[src/verilog/tla_defs.vh]
/*
 * constants for the transmit loss and all-ones alarm unit: field positions,
 * reset values and timing counts.
 * assumes the including file runs on one 125 MHz clock.
 */
`ifndef TLA_DEFS_VH
`define TLA_DEFS_VH
// zero-count thresholds and block lengths
`define TLA_E1_BLOCK_BITS 14'd512
`define TLA_E1_MIN_ZEROS 4'd3
`define TLA_T1_BLOCK_BITS 14'd8192
`define TLA_T1_MIN_ZEROS 4'd9
// field positions of the alarm generation controls
`define TLA_GEN_TX_LINE 0
`define TLA_GEN_TX_SYS 1
`define TLA_GEN_RX_LINE 2
`define TLA_GEN_RX_SYS 3
`define TLA_GEN_FORCE 4
// status bit positions
`define TLA_BIT_TXLOSS 2
`define TLA_BIT_LINE_AIS 6
`define TLA_BIT_SYS_AIS 7
// loss period choices in line bit intervals, selected by the two-bit period field
`define TLA_PERIOD_0 12'd32
`define TLA_PERIOD_1 12'd64
`define TLA_PERIOD_2 12'd128
`define TLA_PERIOD_3 12'd256
// reset values
`define TLA_RST_STATUS 1'b0
`define TLA_RST_LOW_CNT 12'h000
`define TLA_RST_BITS 13'h0000
`define TLA_RST_ZEROS 4'h0
`endif

[src/verilog/tla_alarm_unit.v]
/*
 * tla_alarm_unit: one channel of transmit loss detection, all-ones alarm
 * detection in both paths, latched interrupt status and all-ones generation.
 * assumes all inputs synchronous to ref_clk_i; line bits arrive with a one-cycle
 * valid strobe at the line rate; pulse amplitude is measured by the analog front
 * end and presented per pulse interval, and compared with the threshold here.
 */
`default_nettype none
`include "tla_defs.vh"

module tla_alarm_unit (
	input wire ref_clk_i,
	input wire rst_i,
	input wire e1_mode_i,
	input wire alarm_criteria_select_i,
	input wire [1:0] tx_amplitude_threshold_i,
	input wire [1:0] tx_loss_period_select_i,
	input wire tx_bit_tick_i,
	input wire [1:0] tx_pulse_level_i,
	input wire tx_driver_enable_i,
	input wire tx_loss_edge_select_i,
	input wire alarm_edge_select_i,
	input wire tx_loss_irq_mask_i,
	input wire line_alarm_irq_mask_i,
	input wire system_alarm_irq_mask_i,
	input wire tx_loss_irq_clear_i,
	input wire line_alarm_irq_clear_i,
	input wire system_alarm_irq_clear_i,
	input wire rx_bit_tick_i,
	input wire rx_bit_i,
	input wire sys_bit_tick_i,
	input wire sys_bit_i,
	input wire rx_line_signal_loss_i,
	input wire system_side_signal_loss_i,
	input wire sys_dual_rail_i,
	input wire [4:0] alarm_gen_i,
	input wire rx_pattern_active_i,
	input wire tx_pattern_active_i,
	input wire line_rate_ref_clock_i,
	input wire rx_data_pos_i,
	input wire rx_data_neg_i,
	input wire rx_clock_i,
	input wire tx_data_pos_i,
	input wire tx_data_neg_i,
	output reg tx_loss_status_o,
	output reg line_alarm_status_o,
	output reg system_alarm_status_o,
	output reg tx_loss_irq_status_o,
	output reg line_alarm_irq_status_o,
	output reg system_alarm_irq_status_o,
	output reg irq_o,
	output reg tx_loss_event_o,
	output reg alarm_event_o,
	output reg rx_data_pos_out_o,
	output reg rx_data_neg_out_o,
	output reg rx_clock_out_o,
	output reg tx_line_tip_o,
	output reg tx_line_ring_o
);

	// edge-selected latch: rise only, or any change
	function irq_event;
		input prev;
		input cur;
		input any_edge;
		begin
			irq_event = any_edge ? (prev ^ cur) : (~prev & cur);
		end
	endfunction

	function [11:0] loss_period;
		input [1:0] sel;
		begin
			case (sel)
				2'h0: loss_period = `TLA_PERIOD_0;
				2'h1: loss_period = `TLA_PERIOD_1;
				2'h2: loss_period = `TLA_PERIOD_2;
				default: loss_period = `TLA_PERIOD_3;
			endcase
		end
	endfunction

	// saturating zero count: only whether the threshold is reached matters
	function [3:0] zero_step;
		input [3:0] cur;
		input bit_in;
		reg [4:0] sum;
		begin
			sum = {1'b0, cur} + {4'h0, ~bit_in};
			zero_step = (sum > {1'b0, `TLA_T1_MIN_ZEROS}) ? `TLA_T1_MIN_ZEROS : sum[3:0];
		end
	endfunction

	// alarm state at a block end; two-block mode moves only on two agreeing verdicts
	function block_verdict;
		input cur_state;
		input low;
		input prev_low;
		input two;
		begin
			if (!two || low == prev_low)
				block_verdict = low;
			else
				block_verdict = cur_state;
		end
	endfunction

	// latched status: a new event wins over a clear in the same cycle
	function irq_latch;
		input is_q;
		input clr;
		input prev;
		input cur;
		input any_edge;
		begin
			irq_latch = (is_q & ~clr) | irq_event(prev, cur, any_edge);
		end
	endfunction

	reg [11:0] low_cnt_q;
	reg [12:0] rx_bits_q;
	reg [3:0] rx_zeros_q;
	reg rx_prev_low_q;
	reg [12:0] sys_bits_q;
	reg [3:0] sys_zeros_q;
	reg sys_prev_low_q;

	wire pulse_ok = tx_pulse_level_i > tx_amplitude_threshold_i;
	// a disabled driver watches the partner's line; with both off no pulse ever arrives
	wire tx_loss_next_pulse = tx_bit_tick_i & pulse_ok;
	wire [11:0] period = loss_period(tx_loss_period_select_i);

	wire [13:0] block_len = e1_mode_i ? `TLA_E1_BLOCK_BITS : `TLA_T1_BLOCK_BITS;
	wire [13:0] block_last = block_len - 14'd1;
	wire [3:0] min_zeros = e1_mode_i ? `TLA_E1_MIN_ZEROS : `TLA_T1_MIN_ZEROS;
	wire two_blocks = e1_mode_i & ~alarm_criteria_select_i;
	// at or past the last bit: a mode change can leave a count beyond the new block
	wire rx_end = rx_bit_tick_i && ({1'b0, rx_bits_q} >= block_last);
	wire sys_end = sys_bit_tick_i && ({1'b0, sys_bits_q} >= block_last);
	wire [3:0] rx_z = zero_step(rx_zeros_q, rx_bit_i);
	wire [3:0] sys_z = zero_step(sys_zeros_q, sys_bit_i);
	wire rx_low = rx_z < min_zeros;
	wire sys_low = sys_z < min_zeros;

	reg tx_loss_d;
	reg line_ais_d;
	reg sys_ais_d;
	always @* begin
		tx_loss_d = tx_loss_status_o;
		if (tx_loss_next_pulse)
			tx_loss_d = 1'b0;
		else if (tx_bit_tick_i && low_cnt_q + 12'd1 >= period)
			tx_loss_d = 1'b1;
		line_ais_d = line_alarm_status_o;
		if (rx_end)
			line_ais_d = block_verdict(line_alarm_status_o, rx_low,
				rx_prev_low_q, two_blocks);
		sys_ais_d = system_alarm_status_o;
		if (sys_end)
			sys_ais_d = block_verdict(system_alarm_status_o, sys_low,
				sys_prev_low_q, two_blocks);
	end

	// automatic all-ones, system loss only meaningful with dual-rail input
	wire sys_loss = system_side_signal_loss_i & sys_dual_rail_i;
	wire rx_ones = (alarm_gen_i[`TLA_GEN_RX_LINE] & rx_line_signal_loss_i) |
		(alarm_gen_i[`TLA_GEN_RX_SYS] & sys_loss);
	wire tx_ones = (alarm_gen_i[`TLA_GEN_TX_LINE] & rx_line_signal_loss_i) |
		(alarm_gen_i[`TLA_GEN_TX_SYS] & sys_loss) | alarm_gen_i[`TLA_GEN_FORCE];

	reg tl_is_d;
	reg la_is_d;
	reg sa_is_d;
	always @* begin
		// set wins over a simultaneous clear
		tl_is_d = irq_latch(tx_loss_irq_status_o, tx_loss_irq_clear_i,
			tx_loss_status_o, tx_loss_d, tx_loss_edge_select_i);
		la_is_d = irq_latch(line_alarm_irq_status_o, line_alarm_irq_clear_i,
			line_alarm_status_o, line_ais_d, alarm_edge_select_i);
		sa_is_d = irq_latch(system_alarm_irq_status_o, system_alarm_irq_clear_i,
			system_alarm_status_o, sys_ais_d, alarm_edge_select_i);
	end

	// transmit loss: low intervals are counted, any valid pulse restarts the count
	always @(posedge ref_clk_i) begin
		if (rst_i) begin
			low_cnt_q <= `TLA_RST_LOW_CNT;
			tx_loss_status_o <= `TLA_RST_STATUS;
			tx_loss_event_o <= 1'b0;
		end else begin
			if (tx_loss_next_pulse)
				low_cnt_q <= `TLA_RST_LOW_CNT;
			else if (tx_bit_tick_i && low_cnt_q != 12'hFFF)
				low_cnt_q <= low_cnt_q + 12'd1;
			tx_loss_status_o <= tx_loss_d;
			tx_loss_event_o <= ~tx_loss_status_o & tx_loss_d;
		end
	end

	// receive path blocks run from reset; each block end restarts both counts
	always @(posedge ref_clk_i) begin
		if (rst_i) begin
			rx_bits_q <= `TLA_RST_BITS;
			rx_zeros_q <= `TLA_RST_ZEROS;
			rx_prev_low_q <= 1'b0;
			line_alarm_status_o <= `TLA_RST_STATUS;
		end else begin
			if (rx_bit_tick_i) begin
				rx_bits_q <= rx_end ? `TLA_RST_BITS : rx_bits_q + 13'd1;
				rx_zeros_q <= rx_end ? `TLA_RST_ZEROS : rx_z;
				if (rx_end)
					rx_prev_low_q <= rx_low;
			end
			line_alarm_status_o <= line_ais_d;
		end
	end

	// transmit path blocks, same scheme as the receive side
	always @(posedge ref_clk_i) begin
		if (rst_i) begin
			sys_bits_q <= `TLA_RST_BITS;
			sys_zeros_q <= `TLA_RST_ZEROS;
			sys_prev_low_q <= 1'b0;
			system_alarm_status_o <= `TLA_RST_STATUS;
		end else begin
			if (sys_bit_tick_i) begin
				sys_bits_q <= sys_end ? `TLA_RST_BITS : sys_bits_q + 13'd1;
				sys_zeros_q <= sys_end ? `TLA_RST_ZEROS : sys_z;
				if (sys_end)
					sys_prev_low_q <= sys_low;
			end
			system_alarm_status_o <= sys_ais_d;
		end
	end

	always @(posedge ref_clk_i) begin
		if (rst_i) begin
			tx_loss_irq_status_o <= 1'b0;
			line_alarm_irq_status_o <= 1'b0;
			system_alarm_irq_status_o <= 1'b0;
			irq_o <= 1'b0;
			alarm_event_o <= 1'b0;
		end else begin
			tx_loss_irq_status_o <= tl_is_d;
			line_alarm_irq_status_o <= la_is_d;
			system_alarm_irq_status_o <= sa_is_d;
			// built from the next-state latches so irq_o rises with its status bit
			irq_o <= (tl_is_d & ~tx_loss_irq_mask_i) |
				(la_is_d & ~line_alarm_irq_mask_i) | (sa_is_d & ~system_alarm_irq_mask_i);
			alarm_event_o <= (~line_alarm_status_o & line_ais_d) |
				(~system_alarm_status_o & sys_ais_d);
		end
	end

	// pattern generation outranks the automatic alarm
	always @(posedge ref_clk_i) begin
		if (rst_i) begin
			rx_data_pos_out_o <= 1'b0;
			rx_data_neg_out_o <= 1'b0;
			rx_clock_out_o <= 1'b0;
		end else if (rx_ones && !rx_pattern_active_i) begin
			rx_data_pos_out_o <= 1'b1;
			rx_data_neg_out_o <= 1'b1;
			rx_clock_out_o <= line_rate_ref_clock_i;
		end else begin
			rx_data_pos_out_o <= rx_data_pos_i;
			rx_data_neg_out_o <= rx_data_neg_i;
			rx_clock_out_o <= rx_clock_i;
		end
	end

	always @(posedge ref_clk_i) begin
		if (rst_i) begin
			tx_line_tip_o <= 1'b0;
			tx_line_ring_o <= 1'b0;
		end else if (tx_ones && !tx_pattern_active_i) begin
			tx_line_tip_o <= 1'b1;
			tx_line_ring_o <= 1'b1;
		end else begin
			tx_line_tip_o <= tx_data_pos_i;
			tx_line_ring_o <= tx_data_neg_i;
		end
	end

endmodule // tla_alarm_unit
`default_nettype wire

[config.mk]
export PLATFORM = sky130hd
export DESIGN_NAME = tla_alarm_unit
export DESIGN_NICKNAME = d
export VERILOG_FILES = /design/src/verilog/tla_alarm_unit.v
export VERILOG_INCLUDE_DIRS = /design/src /design/src/verilog
export SDC_FILE = /design/constraint.sdc
export NUM_CORES = 1
export LEC_CHECK = 0
export BUFFER_PORTS_ARGS = -buffer_cell sky130_fd_sc_hd__buf_2
export CORE_UTILIZATION = 45
export DETAILED_ROUTE_END_ITERATION = 12
export PLACE_DENSITY = 0.67
export SKIP_CTS_REPAIR_TIMING = 1
export SLEW_MARGIN = 10
export SYNTH_ARGS = -nofsm -noshare
export SYNTH_HDL_FRONTEND = slang
export SYNTH_SLANG_ARGS = --single-unit
[constraint.sdc]
create_clock -name ref_clk_i -period 7 [get_ports ref_clk_i]
set_input_delay 1.4 -clock ref_clk_i [delete_from_list [all_inputs] [get_ports ref_clk_i]]
set_output_delay 1.4 -clock ref_clk_i [all_outputs]
set_load 0.01 [all_outputs]
## Word-level counts from Yosys, hierarchy flattened

Cells that the tools add are included.

- Output and inout bits: 14
- Memories kept: 0
- Bits in writable memories: 0
- ROM bits: 0
- Word-level logic and storage cells: 118
- Bits of input ports: 40
- Latch bits: 0
- Register bits: 62

- Divide/modulo/power cells: 0
- $lt $le $gt $ge: 8
- Add/subtract/negate cells: 6
- Bitwise gates (word level): 40
- Reductions and logical operators: 15
- $mul: 0
- Equality and inequality tests: 5
- Muxes and demuxes: 23
- Shift-type cells: 0

Operator list:

| operator | count |
|---|---|
| 13-bit by 14-bit >= comparator with 1-bit output | 2 |
| 9-bit one-hot mux with 3 select lines | 1 |
| 13-bit by 1-bit adder with 13-bit output (second input constant) | 2 |
| 13-bit two-way mux | 2 |
| 4-bit two-way mux | 5 |
| 1-bit bitwise AND | 16 |
| 1-bit two-way mux | 14 |
| 14-bit two-way mux | 1 |
| 14-bit by 1-bit subtractor with 14-bit output (second input constant) | 1 |
| 12-bit by 1-bit adder with 12-bit output (second input constant) | 1 |
| 12-bit >= comparator | 1 |
| 12-bit != test (second input constant) | 1 |
| 1-bit NOT | 12 |
| 4-bit by 1-bit adder with 5-bit output | 2 |
| 5-bit by 4-bit greater-than comparator with 1-bit output (second input constant) | 2 |
| 1-bit bitwise OR | 9 |
| 4-bit < comparator | 2 |
| 1-bit logical AND | 6 |
| 2-bit AND reduction | 2 |
| 1-bit logical NOT | 3 |
| 1-bit bitwise XOR | 3 |
| 1-bit == test | 2 |
| 2-bit by 1-bit == test with 1-bit output (second input constant) | 1 |
| 2-bit == test (second input constant) | 1 |
| 4 further kinds | 5 |

## Depth between registers and ports, before layout

Gate-level depths: netlist of the first run.

- Word-level depth: 15
- Mapped depth: 20
- Mapped depth without buffers: 20

## Worst setup path before layout of the first run

OpenSTA, ideal clock, no wires.

- Path type: input-to-reg
- From: input port sys_bit_i
- To: register irq_o
- Path slack: 2.996 ns
- Stages: 18
- Arrival: 3.939 ns
- Data required time: 6.935 ns
- Setup time: 0.065 ns
- Buffers on the path: 0
- Cell sequence: inv_1 -> ha_1 -> ha_1 -> nor2b_1 -> nand4_1 -> o21a_1 -> nor2b_1 -> ha_1 -> o2111a_1 -> a211oi_1 -> o32ai_1 -> a21oi_1 -> ha_1 -> a21oi_1 -> a21oi_1 -> o22ai_1 -> nor2_1 -> nor2_1

- Cells in the longest elaborated chain, start to end: 14
- Elaborated cells on any way between the ends: 15
- Those cells by class: add/sub (1); order compare (2); eq/ne (1); mux (4); bitwise (6); reduce/logical (1)

Ends and longest elaborated chain:

| what | line | text |
|---|---|---|
| from (decl) | tla_alarm_unit.v:32 | `input wire sys_bit_i,` |
| 1-bit NOT * | tla_alarm_unit.v:89 | `sum = {1'b0, cur} + {4'h0, ~bit_in};` |
| 4-bit by 1-bit adder with 5-bit output * | tla_alarm_unit.v:89 |  |
| 5-bit by 4-bit greater-than comparator with 1-bit output | tla_alarm_unit.v:90 | `` zero_step = (sum > {1'b0, `TLA_T1_MIN_ZEROS}) ? `TLA_T1_MIN_ZEROS : sum[3:0]; `` |
| 4-bit two-way mux * | tla_alarm_unit.v:90 |  |
| 4-bit < comparator * | tla_alarm_unit.v:143 | `wire sys_low = sys_z < min_zeros;` |
| 1-bit == test | tla_alarm_unit.v:101 | `if (!two \|\| low == prev_low)` |
| 1-bit logical OR | tla_alarm_unit.v:101 |  |
| 1-bit two-way mux * | tla_alarm_unit.v:101 |  |
| 1-bit two-way mux * | tla_alarm_unit.v:159 | `if (sys_end)` |
| named net irq_event.cur | tla_alarm_unit.v:64 | `input cur;` |
| 1-bit bitwise AND or 1-bit bitwise XOR (tied branches) | tla_alarm_unit.v:67 | `irq_event = any_edge ? (prev ^ cur) : (~prev & cur);` |
| 1-bit two-way mux * | tla_alarm_unit.v:67 |  |
| 1-bit bitwise OR * | tla_alarm_unit.v:116 | `irq_latch = (is_q & ~clr) \| irq_event(prev, cur, any_edge);` |
| 1-bit bitwise AND * | tla_alarm_unit.v:249 | `(la_is_d & ~line_alarm_irq_mask_i) \| (sa_is_d & ~system_alarm_irq_mask_i);` |
| 1-bit bitwise OR * | tla_alarm_unit.v:249 |  |
| to (signal assigned) | tla_alarm_unit.v:248 | `irq_o <= (tl_is_d & ~tx_loss_irq_mask_i) \|` |
| to (decl) | tla_alarm_unit.v:51 | `output reg irq_o,` |

The timed path passes the listed nets; every way through them passes the cells marked *.
A chain may end at the register's enable or synchronous reset.

## Worst setup path in the final report of the first run

Ends and elaborated chain as after synthesis.

==> results of run 1 <==
[sequential cells by signal (all words and copies together) (netlist names)]
name / flops
sys_zeros_q: 4
tx_loss_irq_status_o: 1
rx_data_neg_out_o: 1
system_alarm_irq_status_o: 1
tx_line_ring_o: 1
rx_bits_q: 13
rx_prev_low_q: 1
irq_o: 1
rx_zeros_q: 4
line_alarm_irq_status_o: 1
line_alarm_status_o: 1
sys_prev_low_q: 1
rx_data_pos_out_o: 1
low_cnt_q: 12
alarm_event_o: 1
tx_loss_status_o: 1
tx_loss_event_o: 1
rx_clock_out_o: 1
system_alarm_status_o: 1
sys_bits_q: 13
tx_line_tip_o: 1
[power groups by stage]
stage	sequential [mW]	clock (mW)	combinational, mW
final	0.368	0.328	0.0717
after global placement	0.376	0	0.0702
after CTS	0.368	0.338	0.0728
after floorplan	0.377	0	0.0440
after detailed placement	0.376	0	0.0723
after global routing	0.369	0.350	0.0820
[worst max-delay path, stage by stage]
cell and delay [ns]:
buf_2 0.08, inv_1 0.03, ha_1 0.23, ha_1 0.24, nor2b_1 0.15, nand4_1 0.16, o21a_1 0.21, nor2b_1 0.14
ha_1 0.23, o2111a_1 0.13, a211oi_1 0.30, o32ai_1 0.17, a21oi_1 0.15, ha_1 0.25, a21oi_1 0.15, a21oi_1 0.07
o22ai_1 0.13, nor2_1 0.05, nor2_1 0.07
[kinds of logic (layout without fill, tap and decap cells)]
| kind of cell | Yosys count | after routing | share of synthesized area (%) |
|---|---|---|---|
| multiplexers | 7 | 7 | 2.036 |
| XOR/XNOR | 35 | 35 | 8.750 |
| flip-flops | 62 | 62 | 35.43 |
| AO/OA/AOI/OAI | 72 | 72 | 14.07 |
| AND/OR/NAND/NOR | 188 | 188 | 25.43 |
| buffers and inverters | 34 | 92 | 3.929 |
| adder cells (fa/ha/maj) | 29 | 29 | 10.36 |
[Yosys cell counts (3+ instances only)]
cell type   n
a211o_1     3
a211oi_1    5
a21o_1      4
a21oi_1    27
a22oi_1     3
a31oi_1     4
and3_1      3
clkbuf_1    5
dfxtp_1    62
ha_1       29
inv_1      24
mux2i_1     6
nand2_1    29
nand2b_1   11
nand3_1    21
nand4_1    14
nor2_1     80
nor2b_1     8
nor3_1      8
nor4_1      3
o21ai_0     7
or2_2       3
xnor2_1    14
xor2_1     21
[layer usage]
layer  share of wire (%)  vias to the layer above
li1                    -                     1601
met1                  49                     1377
met2                  45                       54
met3                 3.5                        9
met4                 2.0                        0
met5                   0                        -
[through the flow]
| step | instance area, µm² | util (%) | setup WS (ns) | hold WS (ns) |
|---|---|---|---|---|
| after floorplan | 3503 | - | 2.996 | 0.4491 |
| final | 4050 | 54.96 | 2.923 | 0.4813 |
| after CTS | 4050 | 54.96 | 2.938 | 0.4851 |
| after global routing | 4050 | 54.96 | 2.673 | 0.5224 |
| after detailed placement | 3840 | 52.11 | 2.588 | 0.4729 |
| after global placement | 3840 | 52.11 | 2.652 | 0.4573 |
[layout make-up]
class	instances	area share (%)
clock buffer	12	3.831
clock inverter	4	1.359
inverter	24	2.224
multi-input combinational	331	52.46
sequential	62	30.65
tap	99	3.058
timing repair buffer	52	6.426
[layout by cell type, fill, tap and decap left out, drive strengths merged, types with 3 or more instances in the layout]
master,n
a22oi,3
a211o,3
xnor2,14
xor2,21
nand2,29
o21ai,8
mux2i,6
nand4,14
nor3,9
or2,3
clkbuf,12
inv,24
a21o,4
dfxtp,62
nor2,80
ha,29
nor4,4
a21oi,27
a31oi,4
and3,3
buf,52
a211oi,5
nand3,21
nand2b,11
nor2b,8
[worst max path at each step]
stage | from | to | slack, ns | cells after the start
after floorplan | sys_bit_i | irq_o | 3.00 | 18
after global placement | sys_bit_i | irq_o | 2.65 | 19
after detailed placement | sys_bit_i | irq_o | 2.59 | 19
after CTS | sys_bit_i | irq_o | 2.94 | 19
after global routing | sys_bit_i | irq_o | 2.67 | 19
final | sys_bit_i | irq_o | 2.92 | 19
==> flow_summary.ini, run 1 <==
[worst_setup_path]
crit_type = input pin to flip-flop
reg2regPathDepth = 15
critPathCaptureType = flip-flop
timing.rr.end = irq_o
worstPathArrival_ns = 4.35
rr_startpoint = low_cnt_q[0]
required_ns = 7.28
crit_path_start_kind = input pin
critPathMaxFanout = 5
reg2reg_slack_ns = 3.73

[pwr]
combPwrFrac_pct = 9.3
p_int_mw = 0.5786
p_switching_mw = 0.1892
total_power_mw = 0.7678
p_clk_share_pct = 42.7
seq_power_share_pct = 47.9
p_leak_nw = 1.737
vdd_drop_max_v = 0.0001088
cellPowerDensity_mw_per_mm2 = 189.6
swShare_pct = 24.64

[timing]
rsz0062_at_grt = no
max_freq_mhz = 245.3
hold_viol = 0
finalSetupViolations = 0
finalSetupTns_ns = 0
drv_slew = 0
relSlewSlack_pct = 61.54
period_share_pct = 58.24
tightest_slew_ns = 0.5734
clock_skew_ns = 0.009358
min_period_ns = 4.077

[drt]
ant_nets = 0
drt_pass1_iterations = 4
drc = 0
wl_um = 6785
drt_iter0_drc = 141
post_drt_wl_per_cell_um = 11.62
viasPerCell = 5.207
vias = 3041

[clock_tree]
clock_latency_ns = 0.34
cts_buffers = 9
cts_root_buf = clkbuf_8
cts_buffer_depth = 2
clk_pin_slew_worst_paths_ns = 0.07
cts.sinks = 62
cts_tree = built
h-tree-depth = 3

[yosys]
async_reset_ff_share_pct = 0
yosys-top-cells-area = dfxtp_1 35%, ha_1 10%, nor2_1 8.6%
synth_edf_count = 0
netlist_instances = 427
yosys_most_used_dff = dfxtp_1
yosys_warnings = 0
avgSynthCellArea_um2 = 8.205
synthDistinctLibCells = 52
syn_area_mm2 = 0.003503
synth-seq-cells = 62
yosysSeqAreaShare_pct = 35.43
synth_top_area_share_pct = 35.43
synth_area_leader_cell = dfxtp_1
syn_nets = 496

[cells_and_area]
n_antenna_cell = 0
drive_gt1_share_pct = 15.88
regArea_mm2 = 0.001241
multi_input_area_mm2 = 0.002125
finalNetCount = 549
syn2layout_area_growth_pct = 15.61
n_fill_cell = 736
fin_cells = 584

[global_route]
grt_antenna_before_repair = 0
grt.met1_usage_pct = 21.08
grt_pass1_vias = 2878
grt.met3_usage_pct = 3.130
grt_usage_pct = 17.60
use_met2_pct = 30.28
busiest_layer = met2
grt_max_degree = 29
overflow = 0
grt_first_pass_wirelength_um = 11850

[die]
die_w_um = 90.24
die-area_mm2 = 0.008142
die_height_um = 90.24
fp-row-count = 31
initial_core_util_pct = 47.54
core_mm2 = 0.007370
ioPinCount = 54

[place]
io_buffer_count = 52
place_inst = 568
hpwlAfterDp_um = 5022
routabilityCongestion = 0.8089

[status]
outcome = finished clean

[worst_hold_path]
hold_end = sys_zeros_q[0]
min-delay-start = sys_zeros_q[0]
holdPathStages = 2
hp-class = flip-flop to flip-flop

[flow_run]
max-cap-violations = 0
(Power assumes the default switching activity.)
==> run 2: changes to the inputs <==
Settings changed: ABC_AREA from default to 1, PLACE_DENSITY 0.67 to 0.66.
Clock period 7 ns to 4.14 ns, I/O delays scaled along.
==> flow_summary.ini, run 2 <==
[die]
die_w_um = 91.57
initial_core_util_pct = 46.71
fp-row-count = 32
ioPinCount = 54
core_mm2 = 0.007727
die-area_mm2 = 0.008384
die_height_um = 91.57

[drt]
post_drt_wl_per_cell_um = 10.80
vias = 3181
ant_nets = 0
viasPerCell = 4.812
wl_um = 7139
drt_pass1_iterations = 4
drt_iter0_drc = 105
drc = 0

[timing]
hold_viol = 0
relSlewSlack_pct = 66.48
layout_setup_ws_ns = 1.165
clock_skew_ns = 0.008608
rsz0062_at_grt = no
min_period_ns = 2.975
finalSetupViolations = 0
period_share_pct = 71.85
drv_slew = 0
max_freq_mhz = 336.2
finalSetupTns_ns = 0
holdWs_ns = 0.4734
tightest_slew_ns = 0.5009

[cells_and_area]
regArea_mm2 = 0.001241
n_fill_cell = 767
mostFrequentLayoutCells = 103 x nand2_1, 82 x inv_1, 62 x dfxtp_1, 55 x nor2_1, 52 x buf_2
multi_input_area_mm2 = 0.001988
fin_cells = 661
top_regs = rx_bits_q x13, sys_bits_q x13, low_cnt_q x12
final_area_mm2 = 0.004175
n_antenna_cell = 0
drive_gt1_share_pct = 16.46
syn2layout_area_growth_pct = 15.67
layout_commonest_cell = nand2_1
finalNetCount = 623
final_util_pct = 54.03

[global_route]
grt_max_degree = 21
grt_antenna_before_repair = 0
overflow = 0
grt_first_pass_wirelength_um = 12630
grt_usage_pct = 18.55
grt_pass1_vias = 3017

[worst_hold_path]
hp-class = flip-flop to flip-flop
holdPathStages = 2

[clock_tree]
cts.sinks = 62
cts_tree = built
cts_buffer_depth = 2
h-tree-depth = 3
clock_latency_ns = 0.34
cts_root_buf = clkbuf_8
cts_buffers = 9
clk_pin_slew_worst_paths_ns = 0.07

[place]
place_inst = 645
io_buffer_count = 52
hpwlAfterDp_um = 5480
place_area_mm2 = 0.003941
place_ws_ns = 0.8930
routabilityCongestion = 0.8394

[worst_setup_path]
critPathCaptureType = flip-flop
required_ns = 4.42
crit_type = flip-flop to flip-flop
critPathMaxFanout = 6
reg2regPathDepth = 21
worstPathArrival_ns = 3.26
crit_path_start_kind = flip-flop

[yosys]
netlist_instances = 498
synth_top_area_share_pct = 34.38
yosys_most_used_dff = dfxtp_1
synth_area_leader_cell = dfxtp_1
yosys-top-cells-count = 103 x nand2_1, 82 x inv_1, 62 x dfxtp_1
synthDistinctLibCells = 37
yosys_warnings = 0
yosysMostFrequentCell = nand2_1
synth_edf_count = 0
yosys-top-cells-area = dfxtp_1 34%, nand2_1 11%, ha_1 10%
syn_nets = 567
synth-seq-cells = 62
syn_area_mm2 = 0.003610
async_reset_ff_share_pct = 0
avgSynthCellArea_um2 = 7.248
yosysSeqAreaShare_pct = 34.38

[pwr]
total_power_mw = 1.409
cellPowerDensity_mw_per_mm2 = 337.4
p_leak_nw = 1.990
vdd_drop_max_v = 0.0003021

[flow_run]
max-cap-violations = 0

[status]
outcome = finished clean
[run 2: final cells by class]
class	instances	share of cell area, %
Sequential cell	62	29.73
Multi-Input combinational cell	344	47.62
Tap cell	102	3.057
Clock inverter	3	1.558
Inverter	85	7.761
Clock buffer	13	4.046
Timing Repair Buffer	52	6.233
[run 2: layer usage]
layer / up-vias / wire length, µm / track usage (%) / part of all wire, %
li1: 1705 / - / - / -
met1: 1407 / 3541 / 22.97 / 50
met2: 56 / 3185 / 30.83 / 45
met3: 13 / 283 / 3.853 / 4.0
met4: 0 / 129 / 8.333 / 1.8
met5: - / 0 / 0 / 0
[run 2: worst paths after layout]
path / slack (ns) / end / start
worst max-delay path: 1.17 / irq_o / low_cnt_q[0]
worst min-delay path: 0.47 / sys_zeros_q[0] / sys_zeros_q[0]
worst max register to register: 1.17 / irq_o / low_cnt_q[0]
worst min register to register: 0.47 / sys_zeros_q[0] / sys_zeros_q[0]
[run 2: report_power, final]
| part | leakage (nW) | total, mW | internal [mW] | switching (mW) |
|---|---|---|---|---|
| registers | 0.505 | 0.632 | 0.618 | 0.0140 |
| clock network | 0.120 | 0.622 | 0.388 | 0.235 |
| logic | 1.37 | 0.155 | 0.0625 | 0.0922 |
| total | 1.99 | 1.41 | 1.07 | 0.341 |
[run 2: critical path, cell delays in order (launching register included)]
cell and delay (ns):
dfxtp_1 0.43, ha_1 0.24, nand3_1 0.09, nor2_1 0.15
nand2_1 0.10, inv_1 0.11, nor2_1 0.07, ha_1 0.30
nand2_1 0.07, nor2_1 0.04, a211oi_1 0.20, nand2_1 0.08
nand2_1 0.07, nand3_1 0.06, nand2_1 0.08, a21oi_1 0.07
ha_1 0.28, o221ai_1 0.23, nand2_1 0.08, nand3_1 0.08
nand2_1 0.05, inv_1 0.06
[run 2: cells by family after synthesis]
group           after synthesis  synth area share [%]
flops                        62                 34.38
compound gates               65                 10.33
fa+ha+maj                    29                 10.05
xor+xnor                     21                 5.095
simple gates                229                 29.60
buf+inv                      92                 10.54
==> run 3: changes to the inputs <==
Clock period 4.14 ns to 2.9 ns, I/O delays scaled along.
==> flow_summary.ini, run 3 (synthesis results as in run 2) <==
[cells_and_area]
finalNetCount = 644
drive_gt1_share_pct = 22.49
fin_cells = 680
mostFrequentLayoutCells = 98 x nand2_1, 81 x inv_1, 58 x dfxtp_1, 54 x nor2_1, 52 x buf_2
n_fill_cell = 764
syn2layout_area_growth_pct = 20.80
multi_input_area_mm2 = 0.002085
layout_commonest_cell = nand2_1
regArea_mm2 = 0.001251
final_area_mm2 = 0.004360
final_util_pct = 56.43
top_regs = rx_bits_q x13, sys_bits_q x13, low_cnt_q x12
n_antenna_cell = 0

[global_route]
grt_pass1_vias = 3195
grt_usage_pct = 19.66
grt.met3_usage_pct = 3.936
busiest_layer = met2
use_met2_pct = 32.64
grt_first_pass_wirelength_um = 13260
overflow = 0
grt.met1_usage_pct = 24.40
grt_antenna_before_repair = 0
grt_max_degree = 21

[drt]
wl_um = 7785
drc = 0
post_drt_wl_per_cell_um = 11.45
drt_iter0_drc = 116
viasPerCell = 4.987
vias = 3391
drt_pass1_iterations = 4
ant_nets = 0

[timing]
drv_slew = 0
min_period_ns = 2.741
max_freq_mhz = 364.8
holdWs_ns = 0.4656
relSlewSlack_pct = 70.83
hold_viol = 0
period_share_pct = 94.53
tightest_slew_ns = 0.4365
clock_skew_ns = 0.007067
finalSetupViolations = 0

[clock_tree]
cts_root_buf = clkbuf_8
clock_latency_ns = 0.34
h-tree-depth = 3
cts_buffer_depth = 2
cts_buffers = 9
cts_tree = built
clk_pin_slew_worst_paths_ns = 0.07
cts.sinks = 62

[pwr]
seq_power_share_pct = 50.4
cellPowerDensity_mw_per_mm2 = 412.0
combPwrFrac_pct = 14.1
p_int_mw = 1.311
vdd_drop_max_v = 0.0002583
swShare_pct = 27.01
p_switching_mw = 0.4853
p_leak_nw = 2.063
p_clk_share_pct = 35.5

[worst_hold_path]
hp-class = input pin to flip-flop

[die]
ioPinCount = 54
fp-row-count = 32
die_w_um = 91.57
die-area_mm2 = 0.008384
die_height_um = 91.57
initial_core_util_pct = 46.71
core_mm2 = 0.007727

[worst_setup_path]
crit_path_start_kind = flip-flop
critPathCaptureType = flip-flop
cp_slowest_stage_delay_ns = 0.39
worstPathArrival_ns = 3.03
cp_cell_sequence = ha_4 > nand3_2 > nor2_4 > nand2_1 > inv_2 > nor2_1 > ha_1 > nand2_1 > nor2_1 > a211oi_2 > nand2_1 > nand2_1 > nand3_1 > nand2_2 > a21oi_2 > ha_1 > o221ai_2 > nand2_1 > nand3_1 > nand2_1 > inv_1
cpLargestDelayFamily = simple AND/OR/NAND/NOR gates
path_buf_inv = 2
crit_top_cell = nand2_1
crit_type = flip-flop to flip-flop
cp_slowest_cell = dfxtp_4
required_ns = 3.19
critPathMaxFanout = 5

[place]
hpwlAfterDp_um = 5804
routabilityCongestion = 0.8409
place_inst = 662
io_buffer_count = 52
place_area_mm2 = 0.004069

[status]
outcome = finished clean

[flow_run]
max-cap-violations = 0
-- run 3: worst paths after layout --
check / startpoint / to / slack [ns] / cells after the start
worst max register to register: low_cnt_q[1] / irq_o / 0.16 / 21
worst max-delay path: low_cnt_q[1] / irq_o / 0.16 / 21
worst min register to register: rx_zeros_q[0] / rx_zeros_q[0] / 0.47 / 2
worst min-delay path: rx_data_pos_i / rx_data_pos_out_o / 0.47 / 3
-- run 3: power groups by stage --
stage                     clock [mW]  sequential [mW]  combinational [mW]
after global placement             0            0.918               0.227
final                          0.638            0.905               0.254
after detailed placement           0            0.919               0.236
after floorplan                    0            0.923               0.149
after global routing           0.689            0.908               0.290
after CTS                      0.656            0.901               0.237
-- run 3: tightest hold or removal path, stage by stage --
cell and delay (ns):
buf_2 0.08, nor2_1 0.04, nor2_1 0.07
-- run 3: per-stage QoR --
stage	setup WS [ns]	setup TNS, ns	power (mW)
finish	0.1585	0	1.796
global route	-0.08062	-0.08062	1.887
CTS	0.01369	0	1.794
detailed placement	-0.06740	-0.06740	1.155
global placement	-0.02682	-0.02682	1.146
floorplan	0.2063	0	1.072
-- run 3: final cells by class --
cell class,count,share of cell area (%)
Multi-Input combinational cell,344,47.80
Sequential cell,62,28.69
Timing Repair Buffer,73,9.584
Inverter,85,7.432
Clock buffer,12,3.329
Tap cell,102,2.927
Clock inverter,2,0.2296
-- run 3: layer usage --
| layer | wire (µm) | vias to the layer above |
|---|---|---|
| met3 | 313 | 13 |
| met4 | 162 | 0 |
| met5 | 0 | - |
| met2 | 3649 | 69 |
| li1 | - | 1756 |
| met1 | 3660 | 1553 |
